## config.mk

```make
export PLATFORM = sky130hd
export DESIGN_NAME = pfm_top
export DESIGN_NICKNAME = d
export VERILOG_FILES = /design/src/include/pfm_pkg.sv /design/src/hdl/pfm_deglitch.sv /design/src/hdl/pfm_good_timer.sv /design/src/hdl/pfm_top.sv
export VERILOG_INCLUDE_DIRS = /design/src /design/src/include
export SDC_FILE = /design/constraint.sdc
export NUM_CORES = 1
export LEC_CHECK = 0
export BUFFER_PORTS_ARGS = -buffer_cell sky130_fd_sc_hd__buf_2
export CELL_PAD_IN_SITES_DETAIL_PLACEMENT = 0
export CELL_PAD_IN_SITES_GLOBAL_PLACEMENT = 2
export CORE_MARGIN = 4
export CORE_UTILIZATION = 38
export DETAILED_ROUTE_END_ITERATION = 10
export GPL_TIMING_DRIVEN = 0
export PLACE_DENSITY = 0.83
export SLEW_MARGIN = 5
export SYNTH_ARGS = -nofsm -noshare
export SYNTH_HDL_FRONTEND = slang
export SYNTH_SLANG_ARGS = --single-unit
export TNS_END_PERCENT = 10
```

## constraint.sdc

```tcl
create_clock -name aclk -period 2.4 [get_ports aclk]
set_input_delay 0.24 -clock aclk [delete_from_list [all_inputs] [get_ports aclk]]
set_output_delay 0.24 -clock aclk [all_outputs]
set_load 0.02 [all_outputs]
```

## src/include/pfm_cfg.svh

```systemverilog
// Constants of the power fault manager: offsets, field positions,
// reset values and timing figures.
// Assumes a single 20 MHz clock; included by bare name.
`ifndef PFM_CFG_SVH
`define PFM_CFG_SVH
// ----------------------------------------
// Timing
// ----------------------------------------
`define PFM_CLK_NS 50
`define PFM_OC_FILTER_NS 1024000
`define PFM_SLOW_FILTER_NS 32000
`define PFM_PG_DELAY_NS 1000000
`define PFM_CYCLES_UP(ns) (((ns) + `PFM_CLK_NS - 1) / `PFM_CLK_NS)
// ----------------------------------------
// Register offsets and reset values
// ----------------------------------------
`define PFM_ADDR_STATUS 8'h00
`define PFM_ADDR_MASK 8'h04
`define PFM_ADDR_LIVE 8'h08
`define PFM_STATUS_RESET 14'h0000
`define PFM_MASK_RESET 14'h0000
`define PFM_NFLAGS 14
// ----------------------------------------
// Flag positions
// ----------------------------------------
`define PFM_B_IN12_UNDER 0
`define PFM_B_IN5_UNDER 1
`define PFM_B_IN12_OVER 2
`define PFM_B_IN5_OVER 3
`define PFM_B_SW12_OC 4
`define PFM_B_SW5_OC 5
`define PFM_B_LOW_UNDER 6
`define PFM_B_MID_UNDER 7
`define PFM_B_LOW_OC 8
`define PFM_B_MID_OC 9
`define PFM_B_SW5_WARN 10
`define PFM_B_SW12_WARN 11
`define PFM_B_SW5_HOT 12
`define PFM_B_SW12_HOT 13
`endif

```

## src/include/pfm_pkg.sv

```systemverilog
// Types shared by the power fault manager files.
// Assumes pfm_cfg.svh is on the include path.
`include "pfm_cfg.svh"
package pfm_pkg;
   typedef logic [`PFM_NFLAGS-1:0] pfm_flags_t;
   typedef enum logic [1:0] {PFM_OKAY = 2'h0, PFM_SLVERR = 2'h2} pfm_resp_t;
endpackage

```

## src/hdl/pfm_deglitch.sv

```systemverilog
// Deglitch filter: output rises once the input has stood high for CYCLES.
// Assumes the input is synchronous to aclk.
`timescale 1ns/100ps
`default_nettype none
module pfm_deglitch #(
   parameter int unsigned CYCLES = 640
) (
   input wire logic aclk,
   input wire logic aresetn,
   input wire logic level,
   output logic hit
);
   localparam logic [15:0] CYC16 = 16'(CYCLES);
   logic [15:0] cnt;

   always_ff @(posedge aclk) begin
      if (!aresetn) begin
         cnt <= 16'h0000;
      end else if (!level) begin
         cnt <= 16'h0000;
      end else if (cnt != CYC16) begin
         cnt <= cnt + 16'h0001;
      end
   end

   always_ff @(posedge aclk) begin
      if (!aresetn) begin
         hit <= 1'b0;
      end else begin
         hit <= level && (cnt == CYC16);
      end
   end
endmodule
`default_nettype wire

```

## src/hdl/pfm_good_timer.sv

```systemverilog
// Power-good one-shot: low at once on a fault, high DELAY cycles after
// the rail is back.
// Assumes the input is synchronous to aclk.
`timescale 1ns/100ps
`default_nettype none
module pfm_good_timer #(
   parameter int unsigned DELAY = 20000
) (
   input wire logic aclk,
   input wire logic aresetn,
   input wire logic below,
   output logic good
);
   localparam logic [15:0] DLY16 = 16'(DELAY);
   logic [15:0] cnt;

   // Any dip restarts the count, so the delay runs from the last rise
   always_ff @(posedge aclk) begin
      if (!aresetn) begin
         cnt <= 16'h0000;
      end else if (below) begin
         cnt <= 16'h0000;
      end else if (cnt != DLY16) begin
         cnt <= cnt + 16'h0001;
      end
   end

   always_ff @(posedge aclk) begin
      if (!aresetn) begin
         good <= 1'b0;
      end else begin
         good <= !below && (cnt == DLY16);
      end
   end
endmodule
`default_nettype wire

```

## src/hdl/pfm_top.sv

```systemverilog
// Fault supervisor: latches fault flags, drives the fault interrupt,
// power-good outputs and switch or regulator actions.
// Assumes detector inputs synchronous to aclk and an AXI4-Lite master.
//
// What this block does
// - 12 V input undervoltage opens 12 V switch
// - 5 V input undervoltage opens 5 V switch
// - 12 V clamping sets flag, keeps switches closed
// - 5 V clamping sets flag, keeps switches closed
// - 12 V current limit filtered, flagged, kept on
// - 5 V current limit filtered, flagged, kept on
// - Low rail under 90% drops its good
// - Mid rail under 90% drops its good
// - Low rail short runs hiccup, drops good
// - Mid rail short runs hiccup, drops good
// - Rail overcurrent after 32 us limits, flags
// - 5 V heat warning flags only
// - 12 V heat warning flags only
// - Overheat opens only that switch, flagged
// - Interrupt low until host clears all unmasked flags
// - Good rises only after 1 ms timer
`timescale 1ns/100ps
`default_nettype none
`include "pfm_cfg.svh"
module pfm_top import pfm_pkg::*; #(
   parameter int unsigned OC_FILTER_CYCLES = `PFM_CYCLES_UP(`PFM_OC_FILTER_NS),
   parameter int unsigned PG_DELAY_CYCLES = `PFM_CYCLES_UP(`PFM_PG_DELAY_NS)
) (
   input wire logic aclk,
   input wire logic aresetn,
   input wire logic [7:0] s_axi_awaddr,
   input wire logic s_axi_awvalid,
   output logic s_axi_awready,
   input wire logic [31:0] s_axi_wdata,
   input wire logic [3:0] s_axi_wstrb,
   input wire logic s_axi_wvalid,
   output logic s_axi_wready,
   output logic [1:0] s_axi_bresp,
   output logic s_axi_bvalid,
   input wire logic s_axi_bready,
   input wire logic [7:0] s_axi_araddr,
   input wire logic s_axi_arvalid,
   output logic s_axi_arready,
   output logic [31:0] s_axi_rdata,
   output logic [1:0] s_axi_rresp,
   output logic s_axi_rvalid,
   input wire logic s_axi_rready,
   input wire logic in12_uvlo,
   input wire logic in5_uvlo,
   input wire logic sw12_clamping,
   input wire logic sw5_clamping,
   input wire logic sw12_ilim,
   input wire logic sw5_ilim,
   input wire logic low_rail_below90,
   input wire logic mid_rail_below90,
   input wire logic low_rail_below70,
   input wire logic mid_rail_below70,
   input wire logic low_rail_ilim,
   input wire logic mid_rail_ilim,
   input wire logic sw5_warm,
   input wire logic sw12_warm,
   input wire logic sw5_hot,
   input wire logic sw12_hot,
   output logic sw12_close,
   output logic sw5_close,
   output logic sw12_clamp,
   output logic sw5_clamp,
   output logic sw12_limit,
   output logic sw5_limit,
   output logic low_rail_recovery,
   output logic mid_rail_recovery,
   output logic low_rail_hiccup,
   output logic mid_rail_hiccup,
   output logic low_rail_limit,
   output logic mid_rail_limit,
   output logic good_low_rail,
   output logic good_mid_rail,
   output logic fault_irq_n
);
   localparam int unsigned SLOW_CYCLES = `PFM_CYCLES_UP(`PFM_SLOW_FILTER_NS);

   pfm_flags_t status, mask, live, set_vec, clr_vec;
   logic [1:0] oc_in, oc_hit;
   logic [3:0] slow_in, slow_hit;
   logic low_short, mid_short, sw12_latched, sw5_latched;
   logic aw_got, w_got;
   logic [7:0] waddr;
   logic [31:0] wdata, wbits;

   // ----------------------------------------
   // Event filters
   // ----------------------------------------
   assign oc_in = {sw5_ilim, sw12_ilim};
   assign slow_in = {sw12_warm, sw5_warm, mid_rail_ilim, low_rail_ilim};
   genvar gi;
   generate
      for (gi = 0; gi < 2; gi++) begin : g_oc
         pfm_deglitch #(.CYCLES(OC_FILTER_CYCLES)) u_flt (
            .aclk(aclk), .aresetn(aresetn), .level(oc_in[gi]), .hit(oc_hit[gi]));
      end
      for (gi = 0; gi < 4; gi++) begin : g_slow
         pfm_deglitch #(.CYCLES(SLOW_CYCLES)) u_flt (
            .aclk(aclk), .aresetn(aresetn), .level(slow_in[gi]), .hit(slow_hit[gi]));
      end
   endgenerate

   assign low_short = low_rail_below70 && low_rail_ilim;
   assign mid_short = mid_rail_below70 && mid_rail_ilim;

   // ----------------------------------------
   // Flag sources
   // ----------------------------------------
   always_comb begin
      live = `PFM_STATUS_RESET;
      live[`PFM_B_IN12_UNDER] = in12_uvlo;
      live[`PFM_B_IN5_UNDER] = in5_uvlo;
      live[`PFM_B_IN12_OVER] = sw12_clamping;
      live[`PFM_B_IN5_OVER] = sw5_clamping;
      live[`PFM_B_SW12_OC] = oc_hit[0];
      live[`PFM_B_SW5_OC] = oc_hit[1];
      live[`PFM_B_LOW_UNDER] = low_rail_below90 || low_short;
      live[`PFM_B_MID_UNDER] = mid_rail_below90 || mid_short;
      live[`PFM_B_LOW_OC] = slow_hit[0];
      live[`PFM_B_MID_OC] = slow_hit[1];
      live[`PFM_B_SW5_WARN] = slow_hit[2];
      live[`PFM_B_SW12_WARN] = slow_hit[3];
      live[`PFM_B_SW5_HOT] = sw5_hot;
      live[`PFM_B_SW12_HOT] = sw12_hot;
   end
   assign set_vec = live;

   // ----------------------------------------
   // Register bus
   // ----------------------------------------
   // Byte lanes the master did not strobe are written as zeros
   assign wbits = wdata;
   assign clr_vec = (aw_got && w_got && !s_axi_bvalid && waddr == `PFM_ADDR_STATUS) ?
                    wbits[`PFM_NFLAGS-1:0] : `PFM_STATUS_RESET;

   always_ff @(posedge aclk) begin
      if (!aresetn) begin
         s_axi_awready <= 1'b0;
         aw_got <= 1'b0;
         waddr <= 8'h00;
      end else if (s_axi_awvalid && s_axi_awready) begin
         s_axi_awready <= 1'b0;
         aw_got <= 1'b1;
         waddr <= s_axi_awaddr;
      end else if (s_axi_bvalid && s_axi_bready) begin
         s_axi_awready <= 1'b1;
         aw_got <= 1'b0;
      end else if (!aw_got && !s_axi_bvalid) begin
         s_axi_awready <= 1'b1;
      end
   end

   always_ff @(posedge aclk) begin
      if (!aresetn) begin
         s_axi_wready <= 1'b0;
         w_got <= 1'b0;
         wdata <= 32'h0000_0000;
      end else if (s_axi_wvalid && s_axi_wready) begin
         s_axi_wready <= 1'b0;
         w_got <= 1'b1;
         wdata <= s_axi_wdata & {{8{s_axi_wstrb[3]}}, {8{s_axi_wstrb[2]}},
                                 {8{s_axi_wstrb[1]}}, {8{s_axi_wstrb[0]}}};
      end else if (s_axi_bvalid && s_axi_bready) begin
         s_axi_wready <= 1'b1;
         w_got <= 1'b0;
      end else if (!w_got && !s_axi_bvalid) begin
         s_axi_wready <= 1'b1;
      end
   end

   always_ff @(posedge aclk) begin
      if (!aresetn) begin
         s_axi_bvalid <= 1'b0;
         s_axi_bresp <= PFM_OKAY;
      end else if (aw_got && w_got && !s_axi_bvalid) begin
         s_axi_bvalid <= 1'b1;
         s_axi_bresp <= (waddr == `PFM_ADDR_STATUS || waddr == `PFM_ADDR_MASK) ? PFM_OKAY : PFM_SLVERR;
      end else if (s_axi_bready) begin
         s_axi_bvalid <= 1'b0;
      end
   end

   always_ff @(posedge aclk) begin
      if (!aresetn) begin
         mask <= `PFM_MASK_RESET;
      end else if (aw_got && w_got && !s_axi_bvalid && waddr == `PFM_ADDR_MASK) begin
         mask <= wbits[`PFM_NFLAGS-1:0];
      end
   end

   always_ff @(posedge aclk) begin
      if (!aresetn) begin
         s_axi_arready <= 1'b0;
         s_axi_rvalid <= 1'b0;
         s_axi_rdata <= 32'h0000_0000;
         s_axi_rresp <= PFM_OKAY;
      end else if (s_axi_arvalid && s_axi_arready) begin
         s_axi_arready <= 1'b0;
         s_axi_rvalid <= 1'b1;
         s_axi_rresp <= PFM_OKAY;
         case (s_axi_araddr)
            `PFM_ADDR_STATUS: s_axi_rdata <= {18'h00000, status};
            `PFM_ADDR_MASK: s_axi_rdata <= {18'h00000, mask};
            `PFM_ADDR_LIVE: s_axi_rdata <= {18'h00000, live};
            default: begin
               s_axi_rdata <= 32'h0000_0000;
               s_axi_rresp <= PFM_SLVERR;
            end
         endcase
      end else if (s_axi_rvalid && s_axi_rready) begin
         s_axi_rvalid <= 1'b0;
         s_axi_arready <= 1'b1;
      end else if (!s_axi_rvalid) begin
         s_axi_arready <= 1'b1;
      end
   end

   // ----------------------------------------
   // Sticky flags and interrupt
   // ----------------------------------------
   // Each flag sets on its own, so a frequent rail overcurrent never
   // blocks another fault from being recorded; set wins over clear.
   always_ff @(posedge aclk) begin
      if (!aresetn) begin
         status <= `PFM_STATUS_RESET;
      end else begin
         status <= (status & ~clr_vec) | set_vec;
      end
   end

   always_ff @(posedge aclk) begin
      if (!aresetn) begin
         fault_irq_n <= 1'b1;
      end else begin
         fault_irq_n <= ~|(status & ~mask);
      end
   end

   // ----------------------------------------
   // Switch and regulator actions
   // ----------------------------------------
   // Overheat latches the switch open until reset; the other switch is untouched
   always_ff @(posedge aclk) begin
      if (!aresetn) begin
         sw12_latched <= 1'b0;
         sw5_latched <= 1'b0;
      end else begin
         sw12_latched <= sw12_latched || sw12_hot;
         sw5_latched <= sw5_latched || sw5_hot;
      end
   end

   always_ff @(posedge aclk) begin
      if (!aresetn) begin
         sw12_close <= 1'b0;
         sw5_close <= 1'b0;
      end else begin
         sw12_close <= !(in12_uvlo || sw12_hot || sw12_latched);
         sw5_close <= !(in5_uvlo || sw5_hot || sw5_latched);
      end
   end

   always_ff @(posedge aclk) begin
      if (!aresetn) begin
         sw12_clamp <= 1'b0;
         sw5_clamp <= 1'b0;
         sw12_limit <= 1'b0;
         sw5_limit <= 1'b0;
      end else begin
         sw12_clamp <= sw12_clamping;
         sw5_clamp <= sw5_clamping;
         sw12_limit <= oc_hit[0];
         sw5_limit <= oc_hit[1];
      end
   end

   always_ff @(posedge aclk) begin
      if (!aresetn) begin
         low_rail_recovery <= 1'b0;
         mid_rail_recovery <= 1'b0;
         low_rail_hiccup <= 1'b0;
         mid_rail_hiccup <= 1'b0;
         low_rail_limit <= 1'b0;
         mid_rail_limit <= 1'b0;
      end else begin
         low_rail_recovery <= low_rail_below90 && !low_short;
         mid_rail_recovery <= mid_rail_below90 && !mid_short;
         low_rail_hiccup <= low_short;
         mid_rail_hiccup <= mid_short;
         low_rail_limit <= slow_hit[0];
         mid_rail_limit <= slow_hit[1];
      end
   end

   pfm_good_timer #(.DELAY(PG_DELAY_CYCLES)) u_good_low (
      .aclk(aclk), .aresetn(aresetn), .below(live[`PFM_B_LOW_UNDER]), .good(good_low_rail));
   pfm_good_timer #(.DELAY(PG_DELAY_CYCLES)) u_good_mid (
      .aclk(aclk), .aresetn(aresetn), .below(live[`PFM_B_MID_UNDER]), .good(good_mid_rail));
endmodule
`default_nettype wire

```

==> metrics.csv <==
stage,metric,value,unit
status,outcome,"finished, final reports clean",
sta,Tcrit/Tclk final,0.843,
worst_setup_path,"Req. time, crit path",2.85,ns
sta,max-slew violation count,0,
cts,CTS tree,built,
power,Leakage,4.38,nW
grt,initial antenna violation count,0,
synth,Mean Syn Cell Area,8.75,µm²
sta,Hold WS,0.0105,ns
power,worst IR drop on VDD,459,µV
layout,Finished Core Util,0.468,
sta,Slew @ Worst Pin,0.776,ns
floorplanning,Initial Util,0.384,
layout,Fill cells,2544,
job,max-cap viol count,0,
cts,post-cts resize count,0,
placed_design,Detail Placement HPWL,17600,µm
cts,Post-CTS Setup Bufs,0,
sta,min Tclk post-route,2.02,ns
worst_setup_path,crit path launch type,primary input,
floorplanning,die area,28000,µm²
layout,area grow syn2layout,21.8,%
synth,Post-Syn Area,9650,µm²
cts,Hold Buf Count CTS,27,
worst_setup_path,Setup crit end kind,flip-flop,
sta,relative slew slack,0.483,
synth,synth warn,0,
layout,multi-input combinational cell area,4730,µm²
synth,"EDFF count, synth",0,
worst_setup_path,capture point of the critical path,mid_rail_recovery$_SDFF_PN0_,
sta,Final setup viols,0,
grt,grt total ovfl,0,
worst_setup_path,R2R Path Start,s_axi_arready$_SDFFE_PP0P_,
power,Power Density,710,nW/µm²
drt,DRC viols,0,
worst_setup_path,r2r worst-path depth,5,
synth,Synth cell types,55,
synth,Main synth FF type,dfxtp_1,
cts,clock sink total,224,
floorplanning,Die W,167,µm
synth,"Seq/Total Area, Yosys",0.465,
drt,TritonRoute pass-1 iters,5,
cts,Skew-Pair Late Insertion Delay,0.52,ns
cts,Inserted Clock Buffers,26,
floorplanning,floorplan core area,25100,µm²
floorplanning,io pins,131,
synth,most frequent cells after synthesis,"dfxtp_1, nor2_1, nand2_1",
sta,FMAX,494,MHz
placed_design,Placer Congestion,0.759,
layout,n_diodes,0,
grt,first-pass GRT wire length,39800,µm
floorplanning,die height,167,µm
grt,vias in the first global route,7451,
worst_setup_path,worst-path fanout max,10,
drt,drt wl/cell,15.0,µm
grt,Tot GR Track Use,0.169,
cts,clock tree root driver cell,clkbuf_16,
drt,vias,8006,
drt,Via density,4.95,
sta,clk_skew,0.00936,ns
drt,ANT nets after route,0,
synth,asr flop ratio synth,0,
worst_setup_path,CP Class,in2reg,
sta,final hold viol count,0,
layout,register area,4480,µm²
synth,"count leader, synth",dfxtp_1,
cts,H-tree lvl count,1,
synth,Synth top area share,0.465,
synth,Post-Synthesis Cells,1103,
sta,setup TNS,0,ns
synth,Synth area leaders,"dfxtp_1, nor2_1, xnor2_1",
cts,Worst-path clk slew,0.06,ns
worst_setup_path,internal reg-to-reg setup slack,0.50,ns
placed_design,Port Buffers,88,
worst_setup_path,Reg2Reg Capture Point,s_axi_rdata[4]$_SDFFE_PN0P_,
floorplanning,num rows,58,
synth,Synth area leader,dfxtp_1,
cts,Bufs on Longest Clock Path,3,
layout,layout cells sized above 1,0.134,
power,Design Power,0.00835,W
grt,largest net degree at the start of global routing,13,
worst_hold_path,min-delay worst type,in2reg,
worst_setup_path,Critical Path Source,aresetn,
sta,unrepaired setup endpoints after global routing,no,
drt,routed wire length,24200,µm
layout,final net count,1358,
drt,detailed router's first-iteration violation count,427,
synth,Yosys reg bits,224,
worst_setup_path,CP Data Arrival Time,2.48,ns
-- logic make-up after synthesis --
family,Yosys count,share of synthesized area
buffers and inverters,110,0.0531
DFF,224,0.465
AOI/OAI and AO/OA,157,0.0952
adders and majority gates,16,0.0207
xor gates and xnor gates,94,0.0853
muxes,23,0.0239
other,1,0.000389
and+or+nand+nor,478,0.257
-- per-stage QoR --
step           cells  setup slack (ns)  cell area, µm²
2_1_floorplan   1122             0.869            9720
3_3_place_gp    1540             0.166           10600
3_5_place_dp    1540             0.217           10600
4_1_cts         1614             0.347           11700
5_1_grt         1616             0.239           11800
6_report        1616             0.376           11800
-- registers in the layout, indices dropped and copies added, names as in the netlist, 2 cells and up --
register,flops
g_oc.u_flt.cnt,32
u_good_low.cnt,16
g_oc.u_flt.hit,2
mask,14
g_slow.u_flt.cnt,64
waddr,8
u_good_mid.cnt,16
g_slow.u_flt.hit,4
s_axi_rdata,14
status,14
wbits,14
-- critical path, cell delays in order --
cell and delay [ns]:
buf_4 0.17, clkbuf_1 0.60, clkbuf_1 0.66, nand2_1 0.11
a21oi_1 0.13, dlygate4sd3_1 0.55
-- power breakdown --
part	total, W	switching (W)	internal [W]
Clock	0.00408	0.00152	0.00256
Sequential	0.00383	0.0000500	0.00378
Combinational	0.000439	0.000264	0.000175
Total	0.00835	0.00184	0.00651
-- layout by cell type, fill, tap and decap left out, types with 3 or more instances in the layout --
cell type	Yosys	routed
conb_1	1	20
nand4_1	31	31
a31oi_1	15	15
clkbuf_1	24	32
o21ai_1	14	14
inv_1	56	56
clkinv_2	0	3
bufinv_16	0	3
nand2b_1	6	6
and2_1	7	7
buf_4	23	23
buf_2	5	93
nor3_1	33	33
nor2_1	148	148
and3_1	10	10
nand3b_1	8	8
nand4_2	5	5
o22ai_1	5	5
nor4b_1	15	15
nand2_1	78	78
ha_1	16	16
nor4_1	31	31
a22oi_1	28	28
xnor2_1	59	59
and4_1	6	6
xor2_1	35	35
clkbuf_8	0	6
dlygate4sd3_1	0	29
clkbuf_16	0	27
or3_1	15	15
mux2i_1	23	23
nor4bb_1	5	5
a21oi_1	54	54
o21ai_0	30	30
dfxtp_1	224	224
nand3_1	62	62
-- routing by layer --
layer | vias to the layer above | GRT usage | wire length, µm
met1 | 3700 | 0.246 | 11900
met2 | 124 | 0.266 | 10900
li1 | 4154 | - | -
met4 | 0 | 0.0332 | 418
met3 | 28 | 0.0269 | 993
met5 | - | 0 | 0
-- area by class of cell --
class | count | share of cell area
plain buffers | 53 | 0.0254
clock inverters | 6 | 0.00894
well taps | 330 | 0.0351
multi-input cells | 788 | 0.402
clock buffers | 41 | 0.0670
repair buffers | 117 | 0.0621
inverters | 57 | 0.0182
flip-flops and latches | 224 | 0.381
-- worst min-delay path by stage --
stage / end / startpoint / slack, ns / cells past startpoint
finish: wbits[10]$_SDFFE_PN0P_ / s_axi_wdata[10] / 0.01 / 3
global route: wbits[10]$_SDFFE_PN0P_ / s_axi_wdata[10] / 0.02 / 3
CTS: wbits[5]$_SDFFE_PN0P_ / s_axi_wdata[5] / 0.0007 / 3
detailed placement: sw5_latched$_SDFF_PN0_ / sw5_latched$_SDFF_PN0_ / 0.44 / 2
global placement: sw12_latched$_SDFF_PN0_ / sw12_latched$_SDFF_PN0_ / 0.43 / 2
floorplan: low_rail_recovery$_SDFF_PN0_ / low_rail_below70 / 0.33 / 1
Note: power is estimated with default switching activity, not from simulation.
